`src/logic/lsd_pkg.sv`:
```
// Constants shared by the LED sink shift/latch control block
package lsd_pkg;
   localparam int CHANNELS = 8;
   localparam int CLK_PERIOD_NS = 40;
   localparam int STAGGER_NS = 17;
   // Least time rounds up, never below one cycle
   localparam int STAGGER_CYC_RAW = (STAGGER_NS + CLK_PERIOD_NS - 1) / CLK_PERIOD_NS;
   localparam int STAGGER_CYC = (STAGGER_CYC_RAW < 1) ? 1 : STAGGER_CYC_RAW;
   localparam logic [7:0] SHIFT_RESET = 8'h00;
   localparam logic [7:0] LATCH_RESET = 8'h00;
   localparam logic [7:0] SINK_OFF = 8'h00;
   localparam logic [2:0] CH_LAST = 3'h7;
endpackage : lsd_pkg

```
`src/logic/lsd_top.sv`:
```
// LED sink driver: serial shift register, load latch, blanking and channel stagger
`timescale 1ns/100ps
module lsd_top (
   input wire logic I_CLOCK,
   input wire logic I_NRST,
   input wire logic I_SERIAL_CLK,
   input wire logic I_SERIAL_DATA_IN,
   input wire logic I_LOAD,
   input wire logic I_LOAD_DRIVEN,
   input wire logic I_DISABLE,
   input wire logic I_DISABLE_DRIVEN,
   output logic O_SERIAL_DATA_OUT,
   output logic [7:0] O_SINK_CHANNEL_OUTPUTS
);
   // ----------------------------------------
   // Pin pulls and synchronisers
   // ----------------------------------------
   logic load_pin;
   logic dis_pin;
   logic sclk_s;
   logic sdi_s;
   logic load_s;
   logic dis_s;

   assign load_pin = I_LOAD & I_LOAD_DRIVEN;
   assign dis_pin = I_DISABLE | ~I_DISABLE_DRIVEN;

   lsd_sync u_sclk (
      .i_clk(I_CLOCK),
      .i_nrst(I_NRST),
      .i_rst_val(1'b0),
      .i_async(I_SERIAL_CLK),
      .o_sync(sclk_s)
   );
   lsd_sync u_sdi (
      .i_clk(I_CLOCK),
      .i_nrst(I_NRST),
      .i_rst_val(1'b0),
      .i_async(I_SERIAL_DATA_IN),
      .o_sync(sdi_s)
   );
   lsd_sync u_load (
      .i_clk(I_CLOCK),
      .i_nrst(I_NRST),
      .i_rst_val(1'b0),
      .i_async(load_pin),
      .o_sync(load_s)
   );
   // Blanked during lockout, so no channel can glitch on at release
   lsd_sync u_dis (
      .i_clk(I_CLOCK),
      .i_nrst(I_NRST),
      .i_rst_val(1'b1),
      .i_async(dis_pin),
      .o_sync(dis_s)
   );

   // ----------------------------------------
   // State
   // ----------------------------------------
   typedef enum logic [1:0] {
      LSD_IDLE = 2'b00,
      LSD_STEP = 2'b01,
      LSD_WAIT = 2'b11
   } lsd_stg_e;

   typedef struct packed {
      logic sclk_d;
      logic [7:0] shift;
      logic [7:0] latch;
      logic [7:0] applied;
      logic [7:0] sink;
      logic sdo;
      lsd_stg_e stg;
      logic [2:0] ch;
      logic [3:0] cnt;
   } lsd_state_s;

   lsd_state_s st_r;
   lsd_state_s st_nxt;
   logic sclk_rise;

   assign sclk_rise = sclk_s & ~st_r.sclk_d;

   always_comb begin
      st_nxt = st_r;
      st_nxt.sclk_d = sclk_s;
      if (sclk_rise) begin
         st_nxt.shift = {st_r.shift[6:0], sdi_s};
         st_nxt.sdo = st_r.shift[7];
      end
      // Transparent while high, so the latch sees the freshly shifted value
      if (load_s) begin
         st_nxt.latch = st_nxt.shift;
      end
      // Low load leaves latch untouched, which is the hold after the fall
      // Stagger walker: channel n+1 copies latch a step after channel n
      case (st_r.stg)
         LSD_IDLE: begin
            if (st_r.applied != st_r.latch) begin
               st_nxt.applied[0] = st_r.latch[0];
               st_nxt.ch = 3'h1;
               st_nxt.cnt = 4'(lsd_pkg::STAGGER_CYC - 1);
               st_nxt.stg = (lsd_pkg::STAGGER_CYC > 1) ? LSD_WAIT : LSD_STEP;
            end
         end
         LSD_WAIT: begin
            st_nxt.cnt = st_r.cnt - 4'h1;
            if (st_r.cnt <= 4'h1) begin
               st_nxt.stg = LSD_STEP;
            end
         end
         LSD_STEP: begin
            st_nxt.applied[st_r.ch] = st_r.latch[st_r.ch];
            if (st_r.ch == lsd_pkg::CH_LAST) begin
               st_nxt.stg = LSD_IDLE;
            end else begin
               st_nxt.ch = st_r.ch + 3'h1;
               st_nxt.cnt = 4'(lsd_pkg::STAGGER_CYC - 1);
               st_nxt.stg = (lsd_pkg::STAGGER_CYC > 1) ? LSD_WAIT : LSD_STEP;
            end
         end
         default: begin
            st_nxt.stg = LSD_IDLE;
         end
      endcase
      // Blanking acts at once and does not touch the latch
      if (dis_s) begin
         st_nxt.sink = lsd_pkg::SINK_OFF;
      end else begin
         st_nxt.sink = st_nxt.applied;
      end
   end

   always_ff @(posedge I_CLOCK) begin
      if (!I_NRST) begin
         st_r.sclk_d <= 1'b0;
         st_r.shift <= lsd_pkg::SHIFT_RESET;
         st_r.latch <= lsd_pkg::LATCH_RESET;
         st_r.applied <= lsd_pkg::SINK_OFF;
         st_r.sink <= lsd_pkg::SINK_OFF;
         st_r.sdo <= 1'b0;
         st_r.stg <= LSD_IDLE;
         st_r.ch <= 3'h0;
         st_r.cnt <= 4'h0;
      end else begin
         st_r <= st_nxt;
      end
   end

   assign O_SERIAL_DATA_OUT = st_r.sdo;
   assign O_SINK_CHANNEL_OUTPUTS = st_r.sink;

   // ----------------------------------------
   // Assertions
   // ----------------------------------------
   a_shift_on_edge: assert property (@(posedge I_CLOCK) disable iff (!I_NRST)
      sclk_rise |=> st_r.shift[0] == $past(sdi_s))
      else $error("shift input bit not taken");

   a_shift_advance: assert property (@(posedge I_CLOCK) disable iff (!I_NRST)
      sclk_rise |=> st_r.shift[7:1] == $past(st_r.shift[6:0]))
      else $error("shift did not advance");

   a_shift_hold: assert property (@(posedge I_CLOCK) disable iff (!I_NRST)
      !sclk_rise |=> $stable(st_r.shift))
      else $error("shift moved without clock edge");

   a_latch_follow: assert property (@(posedge I_CLOCK) disable iff (!I_NRST)
      load_s |=> st_r.latch == st_r.shift)
      else $error("latch not transparent");

   a_latch_hold: assert property (@(posedge I_CLOCK) disable iff (!I_NRST)
      !load_s |=> $stable(st_r.latch))
      else $error("latch changed while load low");

   a_blank_off: assert property (@(posedge I_CLOCK) disable iff (!I_NRST)
      dis_s |=> st_r.sink == 8'h00)
      else $error("channels on while disabled");

   a_enable_follow: assert property (@(posedge I_CLOCK) disable iff (!I_NRST)
      !dis_s |=> st_r.sink == $past(st_nxt.applied))
      else $error("channels not following latch");

   a_sdo_last: assert property (@(posedge I_CLOCK) disable iff (!I_NRST)
      sclk_rise |=> O_SERIAL_DATA_OUT == $past(st_r.shift[7]))
      else $error("serial out not last stage");

   a_sdo_stable: assert property (@(posedge I_CLOCK) disable iff (!I_NRST)
      !sclk_rise |=> $stable(O_SERIAL_DATA_OUT))
      else $error("serial out moved without edge");

   a_stagger_order: assert property (@(posedge I_CLOCK) disable iff (!I_NRST)
      (st_r.stg == LSD_IDLE && st_r.applied != st_r.latch && st_r.applied[7] != st_r.latch[7])
      |=> st_r.applied[7] == $past(st_r.applied[7]))
      else $error("last channel switched with first");

   a_stagger_done: assert property (@(posedge I_CLOCK) disable iff (!I_NRST)
      (st_r.stg == LSD_IDLE && st_r.applied != st_r.latch) |-> ##[1:40] st_r.stg == LSD_IDLE)
      else $error("stagger walk did not finish");

   // ----------------------------------------
   // Assertions: lockout, blanking, causes of change, load and walk
   // ----------------------------------------
   // No disable here: these watch the lockout itself
   a_lockout_clear: assert property (@(posedge I_CLOCK)
      !I_NRST |=> st_r.shift == 8'h00 && st_r.latch == 8'h00 && st_r.sink == 8'h00)
      else $error("lockout left state set");

   a_lockout_sdo: assert property (@(posedge I_CLOCK)
      !I_NRST |=> !O_SERIAL_DATA_OUT)
      else $error("serial out high in lockout");

   a_lockout_walk: assert property (@(posedge I_CLOCK)
      !I_NRST |=> st_r.stg == LSD_IDLE)
      else $error("stagger walk busy in lockout");

   a_blank_keeps: assert property (@(posedge I_CLOCK) disable iff (!I_NRST)
      (dis_s && !load_s) |=> $stable(st_r.latch))
      else $error("blanking disturbed latch");

   a_blank_at_once: assert property (@(posedge I_CLOCK) disable iff (!I_NRST)
      $rose(dis_s) |=> st_r.sink == 8'h00)
      else $error("blanking not immediate");

   a_unblank_follow: assert property (@(posedge I_CLOCK) disable iff (!I_NRST)
      $fell(dis_s) |=> st_r.sink == st_r.applied)
      else $error("unblank not showing latch");

   a_sink_masked: assert property (@(posedge I_CLOCK) disable iff (!I_NRST)
      !dis_s |=> (st_r.sink & ~st_r.applied) == 8'h00)
      else $error("channel on without latch bit");

   a_shift_cause: assert property (@(posedge I_CLOCK) disable iff (!I_NRST)
      $changed(st_r.shift) |-> $past(sclk_rise))
      else $error("shift changed without serial edge");

   a_sdo_cause: assert property (@(posedge I_CLOCK) disable iff (!I_NRST)
      $changed(O_SERIAL_DATA_OUT) |-> $past(sclk_rise))
      else $error("serial out changed without edge");

   a_latch_cause: assert property (@(posedge I_CLOCK) disable iff (!I_NRST)
      $changed(st_r.latch) |-> $past(load_s))
      else $error("latch changed without load");

   a_latch_rise: assert property (@(posedge I_CLOCK) disable iff (!I_NRST)
      $rose(load_s) |=> st_r.latch == st_r.shift)
      else $error("load rise did not copy shift");

   a_walk_first: assert property (@(posedge I_CLOCK) disable iff (!I_NRST)
      (st_r.stg == LSD_IDLE && st_r.applied != st_r.latch) |=> st_r.applied[0] == $past(st_r.latch[0]))
      else $error("first channel not switched first");

   a_walk_leaves: assert property (@(posedge I_CLOCK) disable iff (!I_NRST)
      (st_r.stg == LSD_IDLE && st_r.applied != st_r.latch) |=> st_r.stg != LSD_IDLE)
      else $error("stagger walk did not start");

   a_walk_start_ch: assert property (@(posedge I_CLOCK) disable iff (!I_NRST)
      (st_r.stg == LSD_IDLE && st_r.applied != st_r.latch) |=> st_r.ch == 3'h1)
      else $error("walk did not start at second channel");

   a_walk_busy_ch: assert property (@(posedge I_CLOCK) disable iff (!I_NRST)
      st_r.stg != LSD_IDLE |-> st_r.ch != 3'h0)
      else $error("walk busy on first channel");

   a_step_advance: assert property (@(posedge I_CLOCK) disable iff (!I_NRST)
      (st_r.stg == LSD_STEP && st_r.ch != lsd_pkg::CH_LAST) |=> st_r.ch == $past(st_r.ch) + 3'h1)
      else $error("walk skipped a channel");

   a_step_end: assert property (@(posedge I_CLOCK) disable iff (!I_NRST)
      (st_r.stg == LSD_STEP && st_r.ch == lsd_pkg::CH_LAST) |=> st_r.stg == LSD_IDLE)
      else $error("walk did not end at last channel");

   a_idle_quiet: assert property (@(posedge I_CLOCK) disable iff (!I_NRST)
      (st_r.stg == LSD_IDLE && st_r.applied == st_r.latch) |=> $stable(st_r.applied))
      else $error("channels moved with latch unchanged");
endmodule // lsd_top

```
`src/logic/lsd_sync.sv`:
```
// Two-flop synchroniser for one pin input
`timescale 1ns/100ps
module lsd_sync (
   input wire logic i_clk,
   input wire logic i_nrst,
   input wire logic i_rst_val,
   input wire logic i_async,
   output logic o_sync
);
   typedef struct packed {
      logic meta;
      logic sync;
   } lsd_sync_s;
   lsd_sync_s s_r;
   lsd_sync_s s_nxt;
   always_comb begin
      s_nxt.meta = i_async;
      s_nxt.sync = s_r.meta;
   end
   always_ff @(posedge i_clk) begin
      if (!i_nrst) begin
         s_r <= '0;
         s_r.meta <= 1'b0;
         s_r.sync <= 1'b0;
      end else begin
         s_r <= s_nxt;
      end
   end
   // Reset value mux is outside the flop: flops take constants only
   assign o_sync = i_nrst ? s_r.sync : i_rst_val;
endmodule // lsd_sync

```
`config.mk`:
```
export PLATFORM = sky130hd
export DESIGN_NAME = lsd_top
export DESIGN_NICKNAME = d
export VERILOG_FILES = /design/src/logic/lsd_pkg.sv /design/src/logic/lsd_top.sv /design/src/logic/lsd_sync.sv
export SDC_FILE = /design/constraint.sdc
export NUM_CORES = 1
export LEC_CHECK = 0
export BUFFER_PORTS_ARGS = -buffer_cell sky130_fd_sc_hd__buf_2
export CORE_MARGIN = 2
export CORE_UTILIZATION = 61
export DETAILED_ROUTE_END_ITERATION = 7
export PLACE_DENSITY = 0.82
export SYNTH_ARGS = -nofsm -noshare
export SYNTH_HDL_FRONTEND = slang
export SYNTH_SLANG_ARGS = --single-unit
```
`constraint.sdc`:
```
create_clock -name I_CLOCK -period 3.5 [get_ports I_CLOCK]
set_clock_uncertainty 0.05 [all_clocks]
set_input_delay 0.875 -clock I_CLOCK [delete_from_list [all_inputs] [get_ports I_CLOCK]]
set_output_delay 0.875 -clock I_CLOCK [all_outputs]
set_load 0.02 [all_outputs]
```
## Word level (Yosys, flattened, before mapping)

Cells that the tools add are included.

| storage, ports and cells | value |
|---|---|
| output and inout port bits | 9 |
| word-level logic and storage cells | 62 |
| register bits | 51 |
| input port bits | 8 |

| operators by class | value |
|---|---|
| multiplexer cells | 19 |
| $add $sub $neg | 2 |
| bitwise gates (word level) | 6 |
| reduce and logical (&&, ||, !) cells | 8 |
| eq/ne operators | 7 |
| magnitude comparators | 3 |

Operator list:

| cell | number |
|---|---|
| $mux 7 | 2 |
| $pmux 4 s3 | 1 |
| $mux 9 | 1 |
| $bwmux 8 | 1 |
| $mux 8 | 1 |
| $ne 8x8->1 | 1 |
| $mux 1 | 7 |
| $ne 2x2->1 const B | 3 |
| $pmux 2 s3 | 1 |
| $pmux 3 s2 | 1 |
| $reduce_and 3->1 | 2 |
| $le 4x1->1 const B | 1 |
| $lt 3x4->1 const B | 1 |
| $sub 4x1->4 const B | 1 |
| $add 3x1->3 const B | 1 |
| $bmux 1 s3 | 1 |
| $demux 1 s3 | 1 |
| $eq 3x3->1 const B | 1 |
| $ge 3x1->1 const B | 1 |
| $not 1->1 | 3 |
| $reduce_bool 3->1 | 1 |
| $and 1x1->1 | 2 |
| $eq 2x1->1 const B | 1 |
| $eq 2x2->1 const B | 1 |
| other kinds (8) | 8 |

## Depth between registers and ports, before layout

Gate-level depths: netlist of run 1.

| logic depth | value |
|---|---|
| depth after elaboration | 6 |
| mapped depth | 5 |
| gate-level depth less buffers | 5 |

## Cells and area by module

Synthesis of run 1 repeated with hierarchy kept, for this count alone.

| second synthesis, totals | value |
|---|---|
| cell total of the unflattened synthesis | 176 |
| area total of the unflattened synthesis | 1866.8 um2 |

Modules (own cells, without submodules):

| module | area each (um2) | instances | cells each |
|---|---|---|---|
| lsd_top | 1586.5 | 1 | 156 |
| lsd_sync | 70.1 | 4 | 5 |

## Worst setup path after synthesis of run 1

OpenSTA, ideal clock, no wires.

| path | value |
|---|---|
| path type | input to register |
| start point | input port I_NRST |
| end point | register st_r[26] (netlist bit) |
| slack | 1.726 ns |
| stages on the path | 5 |
| path buffers | 1 |
| data arrival time | 1.593 ns |
| data required time | 3.318 ns |
| library setup time | 0.132 ns |
| path through | and2_1 > nand2b_1 > buf_2 > mux2i_1 > a21oi_1 |

| on the way | value |
|---|---|
| cells in the longest elaborated chain, start to end | 3 |
| elaborated cells on any way between the ends | 4 |
| those cells by class | mux: 3; bitwise: 1 |

RTL lines:

| element | RTL line | text |
|---|---|---|
| from (decl) | lsd_top.sv:5 | `input wire logic I_NRST,` |
| $mux 1 | lsd_sync.sv:30 | `assign o_sync = i_nrst ? s_r.sync : i_rst_val;` |
| $and 1x1->1 | lsd_top.sv:83 | `assign sclk_rise = sclk_s & ~st_r.sclk_d;` |
| $mux 8 | lsd_top.sv:88 | `if (sclk_rise) begin` |
| to (signal assigned) | lsd_top.sv:147 | `st_r <= st_nxt;` |
| to (decl) | lsd_top.sv:79 | `lsd_state_s st_r;` |

Several ways; a longest one is shown, not always the timed one.
A chain may end at the register's enable or synchronous reset.

## Final worst setup path of run 1

| path | value |
|---|---|
| start point | input port I_NRST |
| end point | register st_r[31] (netlist bit) |

The elaborated chain is that of the path after synthesis.

==> results_dict.tcl, run 1 <==
set metrics [dict create \
    status "finished, final reports clean" \
    maxClockFrequency_mhz 478.3 \
    avgSynthCellArea_um2 10.29 \
    grt_max_degree 41 \
    finalCritPeriodShare_pct 59.73 \
    nets 184 \
    cap_violations 0 \
    synth_ff_type "dfxtp_1" \
    arrival_ps 2260 \
    first_pass_iters 4 \
    dp_hpwl_mm 1.964 \
    cts.hold.buffers_added 0 \
    diodes 0 \
    postCtsResizedCells 0 \
    wire_per_inst_um 13.71 \
    fin_crit_ps 2091 \
    whs_ps 398.6 \
    syn_inst 170 \
    io_buffers 16 \
    ys_seq_elements 46 \
    viasPerCell 5.434 \
    powerDensity_nw_per_um2 462.0 \
    setup_violations 0 \
    drc 0 \
    drtIter0Drc 27 \
    synth-seq-area-share_pct 52.65 \
    clkSlewWorstSetupHoldPaths_ps 120 \
    io-pin-count 17 \
    grt_pass1_wl_mm 4.574 \
    hp-class "reg -> reg" \
    cts_buffers 5 \
    grt_pass1_vias 1043 \
    dp_cells 198 \
    area_growth_syn_to_layout_pct 3.290 \
    gp_congestion 0.7604 \
    synth_edf_count 0 \
    crit_fanout 40 \
    cts-root-buf "clkbuf_4" \
    overflow 0 \
    worst_pin_slew_ps 538.1 \
    die_h_um 57.55 \
    antenna_found_initial 0 \
    worst_ep_required_time_ps 3670 \
    via_count 1114 \
    cts_tree "done" \
    cts.sinks 46 \
    ys_types 28 \
    final_cell_count_no_fill 205 \
    grt_usage_pct 18.47 \
    layout-drive-gt1-share_pct 13.22 \
    ir_worst_vdd_uv 323.1 \
    postCtsSetupRepairBufs 0 \
    synthArstFlopShare_pct 0 \
    wl_mm 2.811 \
    rows 19 \
    path_class "in -> reg" \
    syn_nets 180 \
    crit_path_end_kind "register" \
    start_util_pct 63.98 \
    cellLeakagePower_nw 0.7951 \
    core-area_um2 2734 \
    relSlewSlack_pct 64.13 \
    clk_latency_ps 330 \
    hold_viol_final 0 \
    yosysWarningCount 0 \
    postRouteAntennaNets 0 \
    slew_violations 0 \
    dieArea_um2 3312 \
    cts_htree_levels 2 \
    n_fill_cell 235 \
    rsz0062_at_grt "no" \
    start_kind "input port" \
    clock_path_buffers 2 \
    setup-tns-final_ps 0 \
    die_w_um 57.55 \
    synth_area_um2 1749 \
]
-- per-layer routing --
metal	wire length [um]	up-vias	track usage, %
li1	-	564	-
met1	1266	518	22.17
met2	1412	30	30.68
met3	118	2	5.442
met4	13	0	7.973
met5	0	-	0
-- power breakdown --
group	internal, mW	switching, mW
Combinational	0.0295	0.0243
Sequential	0.537	0.0219
Clock	0.0760	0.146
Total	0.643	0.192
-- cell type report --
cell class              instances  area (um2)  area share (%)
repair buffers                 16       80.08           4.432
clock buffers                   7       45.04           2.493
well taps                      31       38.79           2.147
multi-input cells             103       714.4           39.54
flip-flops and latches         46       920.9           50.97
inverters                       2       7.507          0.4155
-- registers in the layout, summed over array words and instances (netlist names) --
signal,cells
O_SERIAL_DATA_OUT,1
O_SINK_CHANNEL_OUTPUTS,8
st_r,29
u_dis.s_nxt,1
u_dis.s_r,1
u_load.s_nxt,1
u_load.s_r,1
u_sclk.s_nxt,1
u_sclk.s_r,1
u_sdi.s_nxt,1
u_sdi.s_r,1
-- worst max-delay path: stages --
cell,delay (ps)
buf_2,420
and2_1,220
nand2b_1,300
mux2i_1,340
a21oi_1,100
-- cell families (layout without fill, tap and decap cells) --
family,count (synthesis),after routing,share of synthesized area (%)
compound gates,22,22,7.010
xor+xnor,9,9,4.507
fa+ha+maj,2,2,1.430
buf+inv,21,25,6.509
flops,46,46,52.65
mux,18,18,10.30
simple gates,52,52,17.60
-- path summary, 6_finish.rpt --
kind | startpoint | endpoint | slack [ps] | cells after the start
min reg2reg | u_dis.s_nxt[0] | u_dis.s_r[0] | 400 | 1
max reg2reg | st_r[4] | st_r[4] | 1900 | 5
min | u_dis.s_nxt[0] | u_dis.s_r[0] | 400 | 1
max | I_NRST | st_r[31] | 1410 | 5
-- synthesized netlist by cell type (3+ instances only) --
library cell,count,share of area (%)
dfxtp_1,46,53
mux2i_1,18,10
nor2b_1,16,5.7
nor2_1,9,1.9
o21ai_0,9,2.6
a21oi_1,8,2.3
buf_4,8,3.4
and2_1,7,2.5
xnor2_1,7,3.5
clkbuf_1,6,1.3
nand2_1,5,1.1
buf_2,4,1.1
nand3_1,3,0.86
nand4b_1,3,1.5
-- through the flow --
step / setup WS (ps) / utilization [%] / cell area (um2) / total power [mW]
floorplan: 1726 / - / 1749 / 0.6107
CTS: 1440 / 66.09 / 1807 / 0.8421
finish: 1409 / 66.09 / 1807 / 0.8347
global route: 1260 / 66.09 / 1807 / 0.8688
detailed placement: 1048 / 64.44 / 1762 / 0.6235
global placement: 1112 / 64.44 / 1762 / 0.6191
-- cell usage in the layout, fill, tap and decap left out, drive strengths merged --
cell type / n
a21boi: 1
and2: 7
inv: 2
nand3: 3
o22ai: 2
dfxtp: 46
xor2: 2
mux2i: 18
nor4bb: 2
nor2: 9
nand4b: 3
a21oi: 8
o21ai: 9
o31ai: 1
buf: 16
and3: 2
ha: 2
o211a: 1
nand4: 2
clkbuf: 7
xnor2: 7
nand2: 5
nand2b: 2
nor2b: 16
or4: 1
No activity file was read; power rests on OpenSTA's default activity.
==> run 2, diff against run 1 <==
Settings changed: CORE_UTILIZATION 61 to 51, PLACE_DENSITY 0.82 to 0.73.
Clock period 3.5 ns to 1.7 ns, I/O delays scaled along.
==> results_dict.tcl, run 2 (synthesis results as in run 1) <==
set metrics [dict create \
    io_buffers 16 \
    arrival_ps 1720 \
    status "finished, final reports clean" \
    antenna_found_initial 0 \
    start_util_pct 52.83 \
    power_frac_comb_pct 7.5 \
    clock_path_buffers 2 \
    grt_pass1_vias 1066 \
    crit_family "simple AND/OR/NAND/NOR gates" \
    worstSetupPathDepth 4 \
    largest_reg_flops 29 \
    mostFrequentLayoutCell "dfxtp_1" \
    fin_crit_ps 1508 \
    wl_mm 2.779 \
    crit_path_end_kind "register" \
    power_frac_seq_pct 65.2 \
    cts.hold.buffers_added 0 \
    rows 21 \
    n_fill_cell 309 \
    start_kind "register" \
    crit_fanout 4 \
    setup-tns-final_ps 0 \
    final_cell_mix "dfxtp_1, mux2i_1, nor2b_1, buf_2" \
    rr_worst_depth 4 \
    worst_slack_ps 191.7 \
    p_sw_share_pct 24.25 \
    die_w_um 62.57 \
    post-place-ws_ps 96.59 \
    maxClockFrequency_mhz 663.0 \
    path_buf_inv 0 \
    diodes 0 \
    clk_latency_ps 350 \
    powerDensity_nw_per_um2 943.5 \
    max_flop_register "st_r" \
    cts_buffers 5 \
    slew_violations 0 \
    overflow 0 \
    path_cells "xnor2_1, nand3_1, or4_4, o211a_1" \
    relSlewSlack_pct 69.50 \
    viasPerCell 5.076 \
    rsz0062_at_grt "no" \
    wire_per_inst_um 12.46 \
    worst_pin_slew_ps 456.8 \
    final_area_um2 1852 \
    grt_max_degree 40 \
    whs_path_depth 2 \
    p_sw_uw 423.6 \
    setup_violations 0 \
    hold_viol_final 0 \
    drc 0 \
    slowest_stage "or4_4" \
    cts_htree_levels 2 \
    core-area_um2 3311 \
    worst_ep_required_time_ps 1910 \
    cts-root-buf "clkbuf_4" \
    cellLeakagePower_nw 0.8151 \
    gp_congestion 0.7509 \
    first_pass_iters 4 \
    clkSlewWorstSetupHoldPaths_ps 120 \
    io-pin-count 17 \
    grt_pass1_wl_mm 4.698 \
    finalCritPeriodShare_pct 88.73 \
    dieArea_um2 3914 \
    dp_hpwl_mm 1.860 \
    post_dp_cell_area_um2 1803 \
    p_clk_share_pct 27.3 \
    die_h_um 62.57 \
    area_growth_syn_to_layout_pct 5.866 \
    cts_tree "done" \
    via_count 1132 \
    grt_usage_pct 15.41 \
    critPathMaxStageDelay_ps 510 \
    cts.sinks 46 \
    postRouteAntennaNets 0 \
    cap_violations 0 \
    drtIter0Drc 100 \
    ir_worst_vdd_uv 570.6 \
    hp-class "in -> reg" \
    p_int_mw 1.324 \
    nets 187 \
    layout-drive-gt1-share_pct 16.38 \
    path_class "reg -> reg" \
]
==> run 2: changes by cell type in the layout (fill, tap and decap cells not counted) <==
cell,before,now
dfxtp_2,0,1
clkbuf_1,2,0
dfxtp_1,46,45
clkinv_2,0,2
buf_4,0,3
==> run 2: final timing paths <==
path,slack [ps],from,endpoint
worst max register to register,190,st_r[28],st_r[4]
worst min-delay path,190,I_DISABLE_DRIVEN,u_dis.s_nxt[0]
worst max-delay path,190,st_r[28],st_r[4]
worst min register to register,400,u_dis.s_nxt[0],u_dis.s_r[0]
==> run 2: area by class of cell <==
class | instances | area (um2) | share of cell area [%]
clock inverter | 2 | 10.01 | 0.5405
clock buffer | 5 | 37.54 | 2.027
multi-input combinational | 103 | 714.4 | 38.58
tap | 46 | 57.56 | 3.108
sequential | 46 | 922.1 | 49.80
inverter | 2 | 7.507 | 0.4054
timing repair buffer | 19 | 102.6 | 5.541
==> run 2: per-layer routing <==
| layer | vias up | wire length, um | global-route usage (%) |
|---|---|---|---|
| li1 | 574 | - | - |
| met1 | 528 | 1297 | 17.89 |
| met5 | - | 0 | 0 |
| met4 | 0 | 76 | 8.889 |
| met2 | 22 | 1298 | 24.46 |
| met3 | 8 | 106 | 5.586 |
==> run 2: per-stage QoR <==
step | hold slack (ps) | std cells | util [%] | total power, mW
5_1_grt | 193.0 | 223 | 55.93 | 1.829
6_report | 191.7 | 223 | 55.93 | 1.747
3_5_place_dp | 375.1 | 216 | 54.46 | 1.291
3_3_place_gp | 367.7 | 216 | 54.46 | 1.284
4_1_cts | 176.6 | 223 | 55.90 | 1.759
2_1_floorplan | 361.9 | 170 | - | 1.257
==> run 2: power by group through the flow <==
stage | combinational (mW) | clock [mW] | sequential [mW]
6_report | 0.131 | 0.477 | 1.14
3_3_place_gp | 0.124 | 0 | 1.16
3_5_place_dp | 0.130 | 0 | 1.16
4_1_cts | 0.130 | 0.491 | 1.14
5_1_grt | 0.143 | 0.542 | 1.14
2_1_floorplan | 0.116 | 0 | 1.14
==> run 2: timing repair <==
action,in CTS,in global routing
setup buffers,0,0
hold endpoints to repair,0,0
resized for setup,0,1
setup endpoints to repair,0,1
==> run 3, diff against run 2 <==
Settings changed: CELL_PAD_IN_SITES_DETAIL_PLACEMENT from default to 2, CELL_PAD_IN_SITES_GLOBAL_PLACEMENT from default to 2, CORE_UTILIZATION 51 to 40, PLACE_DENSITY 0.73 to default, PLACE_DENSITY_LB_ADDON from default to 0.1.
Clock period 1.7 ns to 1.8 ns, I/O delays scaled along.
==> results_dict.tcl, run 3 (synthesis results as in run 1) <==
set metrics [dict create \
    overflow 0 \
    dieArea_um2 4918 \
    io-pin-count 17 \
    grt_max_degree 40 \
    arrival_ps 1680 \
    final_cell_mix "dfxtp_1, mux2i_1, nor2b_1, buf_2" \
    r2r_slack_ps 250 \
    maxClockFrequency_mhz 645.9 \
    via_count 1154 \
    first_pass_iters 3 \
    hold_viol_final 0 \
    die_h_um 70.13 \
    layout-drive-gt1-share_pct 15.17 \
    rr_worst_depth 3 \
    clkSlewWorstSetupHoldPaths_ps 80 \
    drtIter0Drc 52 \
    relSlewSlack_pct 67.82 \
    start_util_pct 40.73 \
    max_flop_register "st_r" \
    cts.sinks 46 \
    cts_tree "done" \
    setup_violations 0 \
    hp-class "in -> reg" \
    cts.hold.buffers_added 0 \
    die_w_um 70.13 \
    postCtsResizedCells 0 \
    gp_congestion 0.6979 \
    grt_pass1_wl_mm 6.203 \
    io_buffers 16 \
    hp-start "I_DISABLE_DRIVEN" \
    clk_latency_ps 300 \
    path_class "reg -> reg" \
    grt_pass1_vias 1289 \
    slew_violations 0 \
    whs_ps 302.5 \
    setup-tns-final_ps 0 \
    cap_violations 0 \
    whs_path_depth 2 \
    cellLeakagePower_nw 0.8272 \
    crit_path_end_kind "register" \
    cts_htree_levels 2 \
    cts_buffers 5 \
    viasPerCell 5.017 \
    antenna_found_initial 0 \
    drc 0 \
    wire_per_inst_um 16.03 \
    core-area_um2 4294 \
    worst_pin_slew_ps 482.1 \
    post_dp_cell_area_um2 1818 \
    postRouteAntennaNets 0 \
    rows 24 \
    fin_crit_ps 1548 \
    start_kind "register" \
    finalPower_mw 1.794 \
    powerDensity_nw_per_um2 946.9 \
    postCtsSetupRepairBufs 0 \
    clock_path_buffers 2 \
    wl_mm 3.686 \
    cts-root-buf "clkbuf_8" \
    r2r_start "st_r[6]" \
    grt_usage_pct 16.61 \
    final_area_um2 1894 \
    worst_ep_required_time_ps 1930 \
    nets 188 \
    mostFrequentLayoutCell "dfxtp_1" \
    area_growth_syn_to_layout_pct 8.298 \
    rsz0062_at_grt "no" \
    diodes 0 \
    dp_hpwl_mm 2.664 \
    status "finished, final reports clean" \
    crit_fanout 11 \
    largest_reg_flops 29 \
    ir_worst_vdd_uv 459.9 \
    crit_start "st_r[6]" \
    finalCritPeriodShare_pct 86.02 \
]
-- run 3: cell types whose count changed in the layout (fill, tap and decap cells not counted), moves of 2 or more --
| cell | delta |
|---|---|
| clkbuf_1 | +2 |
| clkbuf_8 | +5 |
| clkinv_2 | -2 |
| clkbuf_4 | -5 |
-- run 3: worst max-delay path, stage by stage (launching register included) --
cell      delay (ps)
dfxtp_1          550
nor4bb_1         460
mux2i_1          290
nor2_1            80
-- run 3: cell type report --
type	instances	area (um2)
multi-input combinational	103	714.4
clock buffer	7	76.32
inverter	2	7.507
sequential	46	920.9
tap	52	65.06
fill	464	2400
timing repair buffer	20	110.1
-- run 3: report_power, final --
part           internal, mW  switching [mW]
logic                0.0679          0.0637
clock network         0.268           0.320
registers              1.04          0.0313
-- run 3: routing by layer --
| metal | track usage [%] | up-vias | share of wire (%) |
|---|---|---|---|
| met5 | 0 | - | 0 |
| met4 | 8.333 | 0 | 1.2 |
| met3 | 4.040 | 5 | 2.7 |
| met2 | 28.25 | 15 | 51 |
| met1 | 19.40 | 561 | 45 |
| li1 | - | 573 | - |
-- run 3: final timing paths --
kind / to
setup reg to reg: O_SINK_CHANNEL_OUTPUTS[4]
hold reg to reg: u_sdi.s_r[0]
setup / recovery: O_SINK_CHANNEL_OUTPUTS[4]
hold / removal: u_dis.s_nxt[0]
-- run 3: through the flow --
stage	std cells	setup WS (ps)	utilization, %
6_report	230	251.7	44.11
5_1_grt	230	66.63	44.11
4_1_cts	230	224.4	44.11
3_5_place_dp	223	195.4	42.34
3_3_place_gp	223	271.9	42.34
2_1_floorplan	170	412.6	-
